### src/pkg/ast_pkg.sv
// constants for the async serial transmitter: register indexes, fields, resets
// assumes a 32-bit axi4-lite bus; byte address of a register is four times its index
package ast_pkg;

  localparam int AXI_ADDR_W = 12;                          // byte address width
  localparam int AXI_DATA_W = 32;                          // bus data width

  // register indexes (byte address = index * 4)
  localparam logic [9:0] IDX_INTERRUPT_CONTROL   = 10'h00B;
  localparam logic [9:0] IDX_PERIPHERAL_IRQ_FLAGS = 10'h00C;
  localparam logic [9:0] IDX_RECEIVE_STATUS_CTRL = 10'h018;
  localparam logic [9:0] IDX_TRANSMIT_BUFFER     = 10'h019;
  localparam logic [9:0] IDX_PERIPHERAL_IRQ_ENS  = 10'h08C;
  localparam logic [9:0] IDX_TRANSMIT_STATUS_CTRL = 10'h098;
  localparam logic [9:0] IDX_BAUD_DIVISOR        = 10'h099;

  // interrupt_control fields
  localparam int BIT_GLOBAL_IRQ_ENABLE     = 7;
  localparam int BIT_PERIPHERAL_IRQ_ENABLE = 6;
  // peripheral_irq_flags / peripheral_irq_enables field
  localparam int BIT_TX_BUFFER_EMPTY       = 4;
  // receive_status_control field
  localparam int BIT_SERIAL_PORT_ENABLE    = 7;
  // transmit_status_control fields
  localparam int BIT_CLOCK_SOURCE_SEL      = 7;
  localparam int BIT_NINE_BIT_TX_SELECT    = 6;
  localparam int BIT_TRANSMIT_ENABLE       = 5;
  localparam int BIT_SYNC_SELECT           = 4;
  localparam int BIT_HIGH_SPEED_SELECT     = 2;
  localparam int BIT_SHIFTER_EMPTY_STATUS  = 1;
  localparam int BIT_NINTH_TX_BIT          = 0;

  // reset values
  localparam logic [7:0] RST_INTERRUPT_CONTROL   = 8'h00;
  localparam logic [7:0] RST_PERIPHERAL_IRQ_ENS  = 8'h00;
  localparam logic [7:0] RST_RECEIVE_STATUS_CTRL = 8'h00;
  localparam logic [7:0] RST_TRANSMIT_BUFFER     = 8'h00;
  localparam logic [7:0] RST_TRANSMIT_STATUS_CTRL = 8'h02;
  localparam logic [7:0] RST_BAUD_DIVISOR        = 8'h00;

  // oversample counts per bit: x16 when high speed, x64 otherwise
  localparam logic [5:0] OS_LAST_HIGH = 6'h0F;
  localparam logic [5:0] OS_LAST_LOW  = 6'h3F;

  // data bit counts per frame, less one
  localparam logic [3:0] LAST_BIT_8 = 4'h7;
  localparam logic [3:0] LAST_BIT_9 = 4'h8;

  // axi responses
  localparam logic [1:0] RESP_OKAY   = 2'h0;
  localparam logic [1:0] RESP_SLVERR = 2'h2;

  // transmitter states
  typedef enum logic [2:0] {
    ST_IDLE,
    ST_WAIT,
    ST_START,
    ST_DATA,
    ST_STOP
  } ast_state_t;

endpackage

### src/rtl/ast_tx_top.sv
// async serial transmitter with baud generator and transmit flags, axi4-lite registers
// assumes one 250 MHz clock, synchronous active-low reset, synchronous pin inputs
// How it works
// frame is start, 8/9 data, stop
// data bits shifted least significant first
// eight-bit divisor register drives baud generator
// generator runs x16 high speed, x64 otherwise
// transmit shares format and rate settings
// no parity hardware; ninth bit carries it
// sleep halts generator and shifting
// async mode only when sync bit clear
// shifter reloads only after stop bit
// buffer transfer takes one cycle, sets flag
// flag software read-only, cleared by buffer write
// interrupt request gated by its enable
// shifter-empty status readable, polled, no interrupt
// shifter not visible in register map
// enable sets flag, buffer write clears it
// start waits for data and shift tick
// buffer-then-enable order also starts transmission
// write when shifter empty transfers at once
// enable clear aborts frame, pin released
// software writes ninth bit before data
// software follows documented setup order
// bit rate is clock/(16|64*(divisor+1))
// line idles high; start low, stop high
//
// Our own choice: the AXI4-Lite slave port.
`timescale 1ns/1ns
module ast_tx_top
  import ast_pkg::*;
(
  input  wire logic                          aclk,
  input  wire logic                          aresetn,
  input  wire logic [ast_pkg::AXI_ADDR_W-1:0] s_axi_awaddr,
  input  wire logic [2:0]                    s_axi_awprot,
  input  wire logic                          s_axi_awvalid,
  output logic                               s_axi_awready,
  input  wire logic [ast_pkg::AXI_DATA_W-1:0] s_axi_wdata,
  input  wire logic [3:0]                    s_axi_wstrb,
  input  wire logic                          s_axi_wvalid,
  output logic                               s_axi_wready,
  output logic [1:0]                         s_axi_bresp,
  output logic                               s_axi_bvalid,
  input  wire logic                          s_axi_bready,
  input  wire logic [ast_pkg::AXI_ADDR_W-1:0] s_axi_araddr,
  input  wire logic [2:0]                    s_axi_arprot,
  input  wire logic                          s_axi_arvalid,
  output logic                               s_axi_arready,
  output logic [ast_pkg::AXI_DATA_W-1:0]     s_axi_rdata,
  output logic [1:0]                         s_axi_rresp,
  output logic                               s_axi_rvalid,
  input  wire logic                          s_axi_rready,
  input  wire logic                          sleep_req,
  output logic                               transmit_pin_o,
  output logic                               transmit_pin_oe_n,
  output logic                               tx_irq_req
);
  import ast_pkg::*;

  // register storage
  logic [7:0]  icon_reg;          // interrupt_control, only enables kept
  logic [7:0]  ie_reg;            // peripheral_irq_enables
  logic        serial_port_enable_reg;          // serial_port_enable
  logic [7:0]  transmit_status_control_reg;         // transmit_status_control, writable bits
  logic [7:0]  divisor_reg;       // baud_divisor
  logic [7:0]  buffer_reg;        // transmit_buffer contents
  logic        buf_full_reg;      // buffer holds an unsent character
  logic        flag_reg;          // tx_buffer_empty_flag

  // bus handshake state
  logic        bvalid_reg;
  logic [1:0]  bresp_reg;
  logic        rvalid_reg;
  logic [1:0]  rresp_reg;
  logic [31:0] rdata_reg;

  // transmitter state
  ast_state_t  state_reg;
  logic [8:0]  shifter_reg;       // transmit_shifter, not mapped
  logic [3:0]  bit_cnt_reg;       // data bit index
  logic [3:0]  last_bit_reg;      // frame length latched at load
  logic        line_reg;          // registered line level
  logic [7:0]  div_cnt_reg;       // baud divisor down-counter
  logic [5:0]  os_cnt_reg;        // oversample counter

  // decoded controls
  logic        tx_en;
  logic        async_active;
  logic        gen_en;
  logic        os_tick;
  logic        bit_tick;
  logic [5:0]  os_last;
  logic        load_now;
  logic        wr_fire;
  logic        rd_fire;
  logic [9:0]  wr_idx;
  logic [9:0]  rd_idx;
  logic        wr_byte0;
  logic [7:0]  wdat;
  logic        wr_buf;
  logic        wr_transmit_status_control;
  logic        transmit_enable_rise;

  // write channel accepted only when both address and data are present
  assign s_axi_awready = s_axi_awvalid & s_axi_wvalid & ~bvalid_reg;
  assign s_axi_wready  = s_axi_awvalid & s_axi_wvalid & ~bvalid_reg;
  assign wr_fire       = s_axi_awvalid & s_axi_wvalid & ~bvalid_reg;
  assign s_axi_bvalid  = bvalid_reg;
  assign s_axi_bresp   = bresp_reg;
  // one read outstanding; the next address waits for the data to drain
  assign s_axi_arready = ~rvalid_reg;
  assign rd_fire       = s_axi_arvalid & ~rvalid_reg;
  assign s_axi_rvalid  = rvalid_reg;
  assign s_axi_rresp   = rresp_reg;
  assign s_axi_rdata   = rdata_reg;

  assign wr_idx   = s_axi_awaddr[11:2];
  assign rd_idx   = s_axi_araddr[11:2];
  assign wr_byte0 = wr_fire & s_axi_wstrb[0];
  assign wdat     = s_axi_wdata[7:0];
  assign wr_buf   = wr_byte0 & (wr_idx == IDX_TRANSMIT_BUFFER);
  assign wr_transmit_status_control = wr_byte0 & (wr_idx == IDX_TRANSMIT_STATUS_CTRL);
  assign transmit_enable_rise = wr_transmit_status_control & wdat[BIT_TRANSMIT_ENABLE] & ~transmit_status_control_reg[BIT_TRANSMIT_ENABLE];

  // transmitter runs only with port on, enable set, async mode
  assign tx_en        = transmit_status_control_reg[BIT_TRANSMIT_ENABLE];
  assign async_active = serial_port_enable_reg & ~transmit_status_control_reg[BIT_SYNC_SELECT];
  assign gen_en       = async_active;

  // generator ticks; sleep freezes both ticks
  assign os_last  = transmit_status_control_reg[BIT_HIGH_SPEED_SELECT] ? OS_LAST_HIGH : OS_LAST_LOW;
  assign os_tick  = gen_en & ~sleep_req & (div_cnt_reg == 8'h00);
  assign bit_tick = os_tick & (os_cnt_reg == os_last);

  // transfer buffer to shifter: idle, or right as the stop bit ends
  assign load_now = async_active & tx_en & buf_full_reg & ~sleep_req &
                    ((state_reg == ST_IDLE) | ((state_reg == ST_STOP) & bit_tick));

  // interrupt request follows flag only while enabled
  assign tx_irq_req = flag_reg & ie_reg[BIT_TX_BUFFER_EMPTY];

  // pin driven only while transmitter is live; released otherwise
  assign transmit_pin_o    = line_reg;
  assign transmit_pin_oe_n = ~(async_active & tx_en);

  // write response: every write answered, unmapped ones with an error
  always_ff @(posedge aclk) begin
    if (!aresetn) begin
      bvalid_reg <= 1'b0;
      bresp_reg  <= RESP_OKAY;
    end else if (wr_fire) begin
      bvalid_reg <= 1'b1;
      case (wr_idx)
        IDX_INTERRUPT_CONTROL, IDX_PERIPHERAL_IRQ_FLAGS, IDX_RECEIVE_STATUS_CTRL,
        IDX_TRANSMIT_BUFFER, IDX_PERIPHERAL_IRQ_ENS, IDX_TRANSMIT_STATUS_CTRL,
        IDX_BAUD_DIVISOR: bresp_reg <= RESP_OKAY;
        default:          bresp_reg <= RESP_SLVERR;
      endcase
    end else if (s_axi_bready) begin
      bvalid_reg <= 1'b0;
    end
  end

  // software-written control registers
  always_ff @(posedge aclk) begin
    if (!aresetn) begin
      icon_reg    <= RST_INTERRUPT_CONTROL;
      ie_reg      <= RST_PERIPHERAL_IRQ_ENS;
      serial_port_enable_reg    <= RST_RECEIVE_STATUS_CTRL[BIT_SERIAL_PORT_ENABLE];
      transmit_status_control_reg   <= RST_TRANSMIT_STATUS_CTRL;
      divisor_reg <= RST_BAUD_DIVISOR;
    end else if (wr_byte0) begin
      case (wr_idx)
        // only the two enables live here
        IDX_INTERRUPT_CONTROL: begin
          icon_reg[BIT_GLOBAL_IRQ_ENABLE]     <= wdat[BIT_GLOBAL_IRQ_ENABLE];
          icon_reg[BIT_PERIPHERAL_IRQ_ENABLE] <= wdat[BIT_PERIPHERAL_IRQ_ENABLE];
        end
        IDX_PERIPHERAL_IRQ_ENS:  ie_reg[BIT_TX_BUFFER_EMPTY] <= wdat[BIT_TX_BUFFER_EMPTY];
        IDX_RECEIVE_STATUS_CTRL: serial_port_enable_reg <= wdat[BIT_SERIAL_PORT_ENABLE];
        // shifter-empty bit is read-only, stored bit ignored
        IDX_TRANSMIT_STATUS_CTRL: begin
          transmit_status_control_reg[BIT_CLOCK_SOURCE_SEL]   <= wdat[BIT_CLOCK_SOURCE_SEL];
          transmit_status_control_reg[BIT_NINE_BIT_TX_SELECT] <= wdat[BIT_NINE_BIT_TX_SELECT];
          transmit_status_control_reg[BIT_TRANSMIT_ENABLE]    <= wdat[BIT_TRANSMIT_ENABLE];
          transmit_status_control_reg[BIT_SYNC_SELECT]        <= wdat[BIT_SYNC_SELECT];
          transmit_status_control_reg[BIT_HIGH_SPEED_SELECT]  <= wdat[BIT_HIGH_SPEED_SELECT];
          transmit_status_control_reg[BIT_NINTH_TX_BIT]       <= wdat[BIT_NINTH_TX_BIT];
        end
        IDX_BAUD_DIVISOR: divisor_reg <= wdat;
        default: ;
      endcase
    end
  end

  // transmit buffer and its occupancy
  always_ff @(posedge aclk) begin
    if (!aresetn) begin
      buffer_reg   <= RST_TRANSMIT_BUFFER;
      buf_full_reg <= 1'b0;
    end else if (wr_buf) begin
      // a new write refills even if a transfer takes the old byte
      buffer_reg   <= wdat;
      buf_full_reg <= 1'b1;
    end else if (load_now) begin
      buf_full_reg <= 1'b0;
    end
  end

  // buffer-empty flag: software clears it only by writing the buffer, never directly
  always_ff @(posedge aclk) begin
    if (!aresetn) begin
      flag_reg <= 1'b0;
    end else if (wr_buf) begin
      // write beats a same-cycle transfer: flag tracks buffer contents
      flag_reg <= 1'b0;
    end else if (load_now | transmit_enable_rise) begin
      flag_reg <= 1'b1;
    end
  end

  // read data: status bits are live state, unused bits read zero
  always_ff @(posedge aclk) begin
    if (!aresetn) begin
      rvalid_reg <= 1'b0;
      rresp_reg  <= RESP_OKAY;
      rdata_reg  <= 32'h0000_0000;
    end else if (rd_fire) begin
      rvalid_reg <= 1'b1;
      rresp_reg  <= RESP_OKAY;
      rdata_reg  <= 32'h0000_0000;
      case (rd_idx)
        IDX_INTERRUPT_CONTROL:    rdata_reg[7:0] <= icon_reg;
        IDX_PERIPHERAL_IRQ_FLAGS: rdata_reg[BIT_TX_BUFFER_EMPTY] <= flag_reg;
        IDX_RECEIVE_STATUS_CTRL:  rdata_reg[BIT_SERIAL_PORT_ENABLE] <= serial_port_enable_reg;
        IDX_TRANSMIT_BUFFER:      rdata_reg[7:0] <= buffer_reg;
        IDX_PERIPHERAL_IRQ_ENS:   rdata_reg[7:0] <= ie_reg;
        IDX_TRANSMIT_STATUS_CTRL: begin
          rdata_reg[7:0] <= transmit_status_control_reg;
          rdata_reg[BIT_SHIFTER_EMPTY_STATUS] <= (state_reg == ST_IDLE);
        end
        IDX_BAUD_DIVISOR:         rdata_reg[7:0] <= divisor_reg;
        // shifter has no index, so it falls here
        default:                  rresp_reg <= RESP_SLVERR;
      endcase
    end else if (s_axi_rready) begin
      rvalid_reg <= 1'b0;
    end
  end

  // baud generator: divisor down-counter then x16/x64 oversample count
  always_ff @(posedge aclk) begin
    if (!aresetn) begin
      div_cnt_reg <= RST_BAUD_DIVISOR;
      os_cnt_reg  <= 6'h00;
    end else if (!gen_en) begin
      div_cnt_reg <= divisor_reg;
      os_cnt_reg  <= 6'h00;
    end else if (!sleep_req) begin
      if (os_tick) begin
        div_cnt_reg <= divisor_reg;
        // a speed change mid-count wraps cleanly at the new limit
        os_cnt_reg  <= (os_cnt_reg >= os_last) ? 6'h00 : os_cnt_reg + 6'h01;
      end else begin
        div_cnt_reg <= div_cnt_reg - 8'h01;
      end
    end
  end

  // transmit sequencer; no parity stage exists by design
  always_ff @(posedge aclk) begin
    if (!aresetn) begin
      state_reg    <= ST_IDLE;
      shifter_reg  <= 9'h000;
      bit_cnt_reg  <= 4'h0;
      last_bit_reg <= LAST_BIT_8;
      line_reg     <= 1'b1;
    end else if (!(async_active & tx_en)) begin
      // abort: drop the frame, line back to idle level
      // buffer keeps its byte; it goes out once re-enabled
      state_reg <= ST_IDLE;
      line_reg  <= 1'b1;
    end else if (load_now) begin
      // ninth bit sampled now, so it must already be written
      shifter_reg  <= {transmit_status_control_reg[BIT_NINTH_TX_BIT], buffer_reg};
      last_bit_reg <= transmit_status_control_reg[BIT_NINE_BIT_TX_SELECT] ? LAST_BIT_9 : LAST_BIT_8;
      bit_cnt_reg  <= 4'h0;
      if (state_reg == ST_STOP) begin
        // back-to-back: next start bit begins on this same tick
        state_reg <= ST_START;
        line_reg  <= 1'b0;
      end else begin
        state_reg <= ST_WAIT;
      end
    end else if (bit_tick) begin
      case (state_reg)
        // first shift clock after load launches the start bit
        ST_WAIT: begin
          state_reg <= ST_START;
          line_reg  <= 1'b0;
        end
        ST_START: begin
          state_reg <= ST_DATA;
          line_reg  <= shifter_reg[0];
        end
        ST_DATA: begin
          if (bit_cnt_reg == last_bit_reg) begin
            state_reg <= ST_STOP;
            line_reg  <= 1'b1;
          end else begin
            bit_cnt_reg <= bit_cnt_reg + 4'h1;
            shifter_reg <= {1'b0, shifter_reg[8:1]};
            line_reg    <= shifter_reg[1];
          end
        end
        // stop ended with nothing queued
        ST_STOP: begin
          state_reg <= ST_IDLE;
          line_reg  <= 1'b1;
        end
        default: begin
          state_reg <= ST_IDLE;
          line_reg  <= 1'b1;
        end
      endcase
    end
  end
endmodule

### config.mk
export PLATFORM = sky130hd
export DESIGN_NAME = ast_tx_top
export DESIGN_NICKNAME = d
export VERILOG_FILES = /design/src/pkg/ast_pkg.sv /design/src/rtl/ast_tx_top.sv
export SDC_FILE = /design/constraint.sdc
export NUM_CORES = 1
export LEC_CHECK = 0
export BUFFER_PORTS_ARGS = -buffer_cell sky130_fd_sc_hd__buf_2
export CAP_MARGIN = 10
export CORE_MARGIN = 10
export CORE_UTILIZATION = 35
export CTS_CLUSTER_DIAMETER = 60
export DETAILED_ROUTE_END_ITERATION = 8
export SYNTH_ARGS = -nofsm -noshare
export SYNTH_HDL_FRONTEND = slang
export SYNTH_SLANG_ARGS = --single-unit
### constraint.sdc
create_clock -name aclk -period 3.8 [get_ports aclk]
set_input_delay 0.76 -clock aclk [delete_from_list [all_inputs] [get_ports aclk]]
set_output_delay 0.76 -clock aclk [all_outputs]
set_load 0.02 [all_outputs]
==> reports/results.ini <==
[status]
outcome = complete, no violations

[setup_path]
critPathMaxStageDelay_ns = 0.52
reg2reg_from = serial_port_enable_reg$_SDFFE_PN0P_
crit_start = serial_port_enable_reg$_SDFFE_PN0P_
crit_path_cell_trace = nand2b_1 > nor4_4 > nand3_2 > nand4bb_1 > o221a_2
start_kind = flip-flop
slowest_stage = dfxtp_1
crit_path_max_fanout = 8
cp_data_required_time_ns = 4.04
worst-setup-path-type = reg2reg
worstPathArrival_ns = 2.57
cp-end-kind = flip-flop

[timing]
finalWorstSetupSlack_ns = 1.46
fmax_ghz = 0.428
finalClockSkew_ns = 0.0106
fin_crit_sh_pct = 61.5
hold_violations = 0
post-route-min-period_ns = 2.34
slew_headroom_pct = 40.4
drv_slew = 0
tns_ns = 0
rsz0062_at_grt = no
worst_slew_pin_slew_ns = 0.894
setup_viol = 0

[clock_tree]
post_cts_resized = 0
cts_max_level = 3
clockRootBuffer = clkbuf_8
numCtsBuffers = 9
cts.sinks = 73
cts_tree = built
clk_latency_ns = 0.35
clockBufferDepth = 2
hold_buffers = 0
post_cts_buffers = 0
path_clk_slew_ns = 0.08

[route]
wl_met3_um = 657
drc = 0
drt-initial-drc-count = 300
vias_per_cell = 5.24
dr_wl_met2_um = 4320
m1WireLength_um = 4790
drt_pass1_iterations = 4
wirelength_um = 9870
wl_per_cell_um = 15.4
ant_nets = 0
dr_total_vias = 3363
highest_layer = met4

[global_route]
grt.total_usage_pct = 12.1
grt-ovfl-total = 0
grt_pass1_wl_um = 16300
grt_pass1_vias = 3335
grt_start_max_net_pins = 42
antenna_found_initial = 0

[power]
swShare_pct = 27.2
power.leakage_uw = 0.00168
cell_internal_pwr_uw = 1040
power_switching_uw = 388
power_frac_clock_pct = 38.0
comb_power_share_pct = 8.0
seqPwrFrac_pct = 54.1
p_per_area_nw_per_um2 = 328
irDropWorstVdd_uv = 177

[synth]
syn_inst = 452
seq_area_frac_synth_pct = 37.3
ys_top_cells_by_area = dfxtp_1 (37%), mux2i_1 (5.6%), buf_4 (5.2%)
yosys.area.top_type = dfxtp_1
synthArstFlopShare_pct = 0
synthDistinctLibCells = 71
synthFlopType = dfxtp_1
ys_warn_count = 0
synth_edf_count = 0
synth_top_area_share_pct = 37.3
syn_area_per_cell_sq_um = 8.66
ys_ff_latch = 73
synth_area_sq_um = 3920

[floorplanning]
die_w_um = 126
start_util_pct = 36.0
die_h_um = 126
core_area_sq_um = 10900
rows = 38
num_io_pins = 118
die_area_sq_um = 15800

[placed_design]
dp_hpwl_um = 7430
io_buffers = 54
place_congestion = 0.829
pre_cts_ws_ns = 1.13

[layout]
areaGrowthSynthToFinish_pct = 11.2
nNetsFinal = 577
n_antenna_cell = 0
layout-drive-gt1-share_pct = 18.3
largest_reg_flops = 9

[worst_hold_path]
min_path_type = reg2reg
worstHoldStart = s_axi_rdata[3]$_SDFFE_PN0P_

[flow_run]
maxCapViolCount = 0

[logic make-up after synthesis]
group,after synthesis,share of synthesized area (%)
AND/OR/NAND/NOR,177,25.2
multiplexers,29,7.92
adder cells (fa/ha/maj),6,1.92
flip-flops,73,37.3
other,1,0.0958
buffers and inverters,57,8.37
AO/OA/AOI/OAI,104,18.0
XOR/XNOR,5,1.12
[synth_stat cells, drive strengths merged, types with 3 or more instances]
master / n
nand3: 12
clkbuf: 15
o22ai: 4
and3: 5
and2: 5
nor2: 42
mux2i: 22
nor4: 5
o21a: 11
nand2: 46
xor2: 5
dfxtp: 73
a211oi: 3
nor3: 7
buf: 32
o211ai: 4
nand4: 9
nand2b: 5
and3b: 3
o221a: 8
or3: 6
ha: 6
a21oi: 35
o21ai: 16
nand3b: 3
mux2: 6
or2: 3
nor4b: 4
a22oi: 8
or3b: 3
o21bai: 3
nor3b: 4
or4b: 3
nor2b: 5
inv: 9
[placed cells by master (no fill, tap or decap), types with 11 or more instances in the layout]
cell type,n
nand2_1,45
dfxtp_1,73
o21a_1,11
nand3_1,11
a21oi_1,35
nor2_1,41
conb_1,26
o21ai_0,12
mux2i_1,22
buf_2,54
[metal layers]
layer  vias to the layer above  track usage [%]
met2                       105             18.2
met5                         -                0
li1                       1667                -
met1                      1579             16.0
met4                         0             3.08
met3                        12             4.32
[final cells by class]
cell class,instances,area (sq um)
timing repair buffer,56,285
tap,140,175
inverter,10,37.5
fill,1098,6540
clock inverter,6,45.0
clock buffer,10,128
sequential,73,1460
multi-input combinational,347,2220
[worst max-delay path, delay by kind of cell (launching register included)]
| kind | cells | cell delay (ns) |
|---|---|---|
| AOI/OAI and AO/OA | 1 | 0.41 |
| DFF | 1 | 0.52 |
| and+or+nand+nor | 4 | 1.29 |
[stage by stage]
step | total power [uW] | hold WS (ns) | util, % | area [sq um] | cells
2_1_floorplan | 880 | 0.442 | - | 4010 | 477
3_3_place_gp | 900 | 0.445 | 38.4 | 4180 | 626
3_5_place_dp | 902 | 0.444 | 38.4 | 4180 | 626
4_1_cts | 1450 | 0.459 | 40.0 | 4350 | 642
5_1_grt | 1490 | 0.481 | 40.0 | 4350 | 642
6_report | 1430 | 0.456 | 40.0 | 4350 | 642
[power groups by stage]
stage	sequential (uW)	clock (uW)	combinational, uW
3_3_place_gp	788	0	112
2_1_floorplan	793	0	86.8
5_1_grt	772	593	125
6_report	771	541	114
3_5_place_dp	789	0	113
4_1_cts	771	561	114
[worst paths after layout]
path                            slack, ns                           to  cells past startpoint
worst min-delay path                 0.46  s_axi_rdata[3]$_SDFFE_PN0P_                      2
worst max register to register       1.46  shifter_reg[7]$_SDFFE_PN0P_                      5
worst max-delay path                 1.46  shifter_reg[7]$_SDFFE_PN0P_                      5
worst min register to register       0.46  s_axi_rdata[3]$_SDFFE_PN0P_                      2
Note: power is estimated with default switching activity, not from simulation.
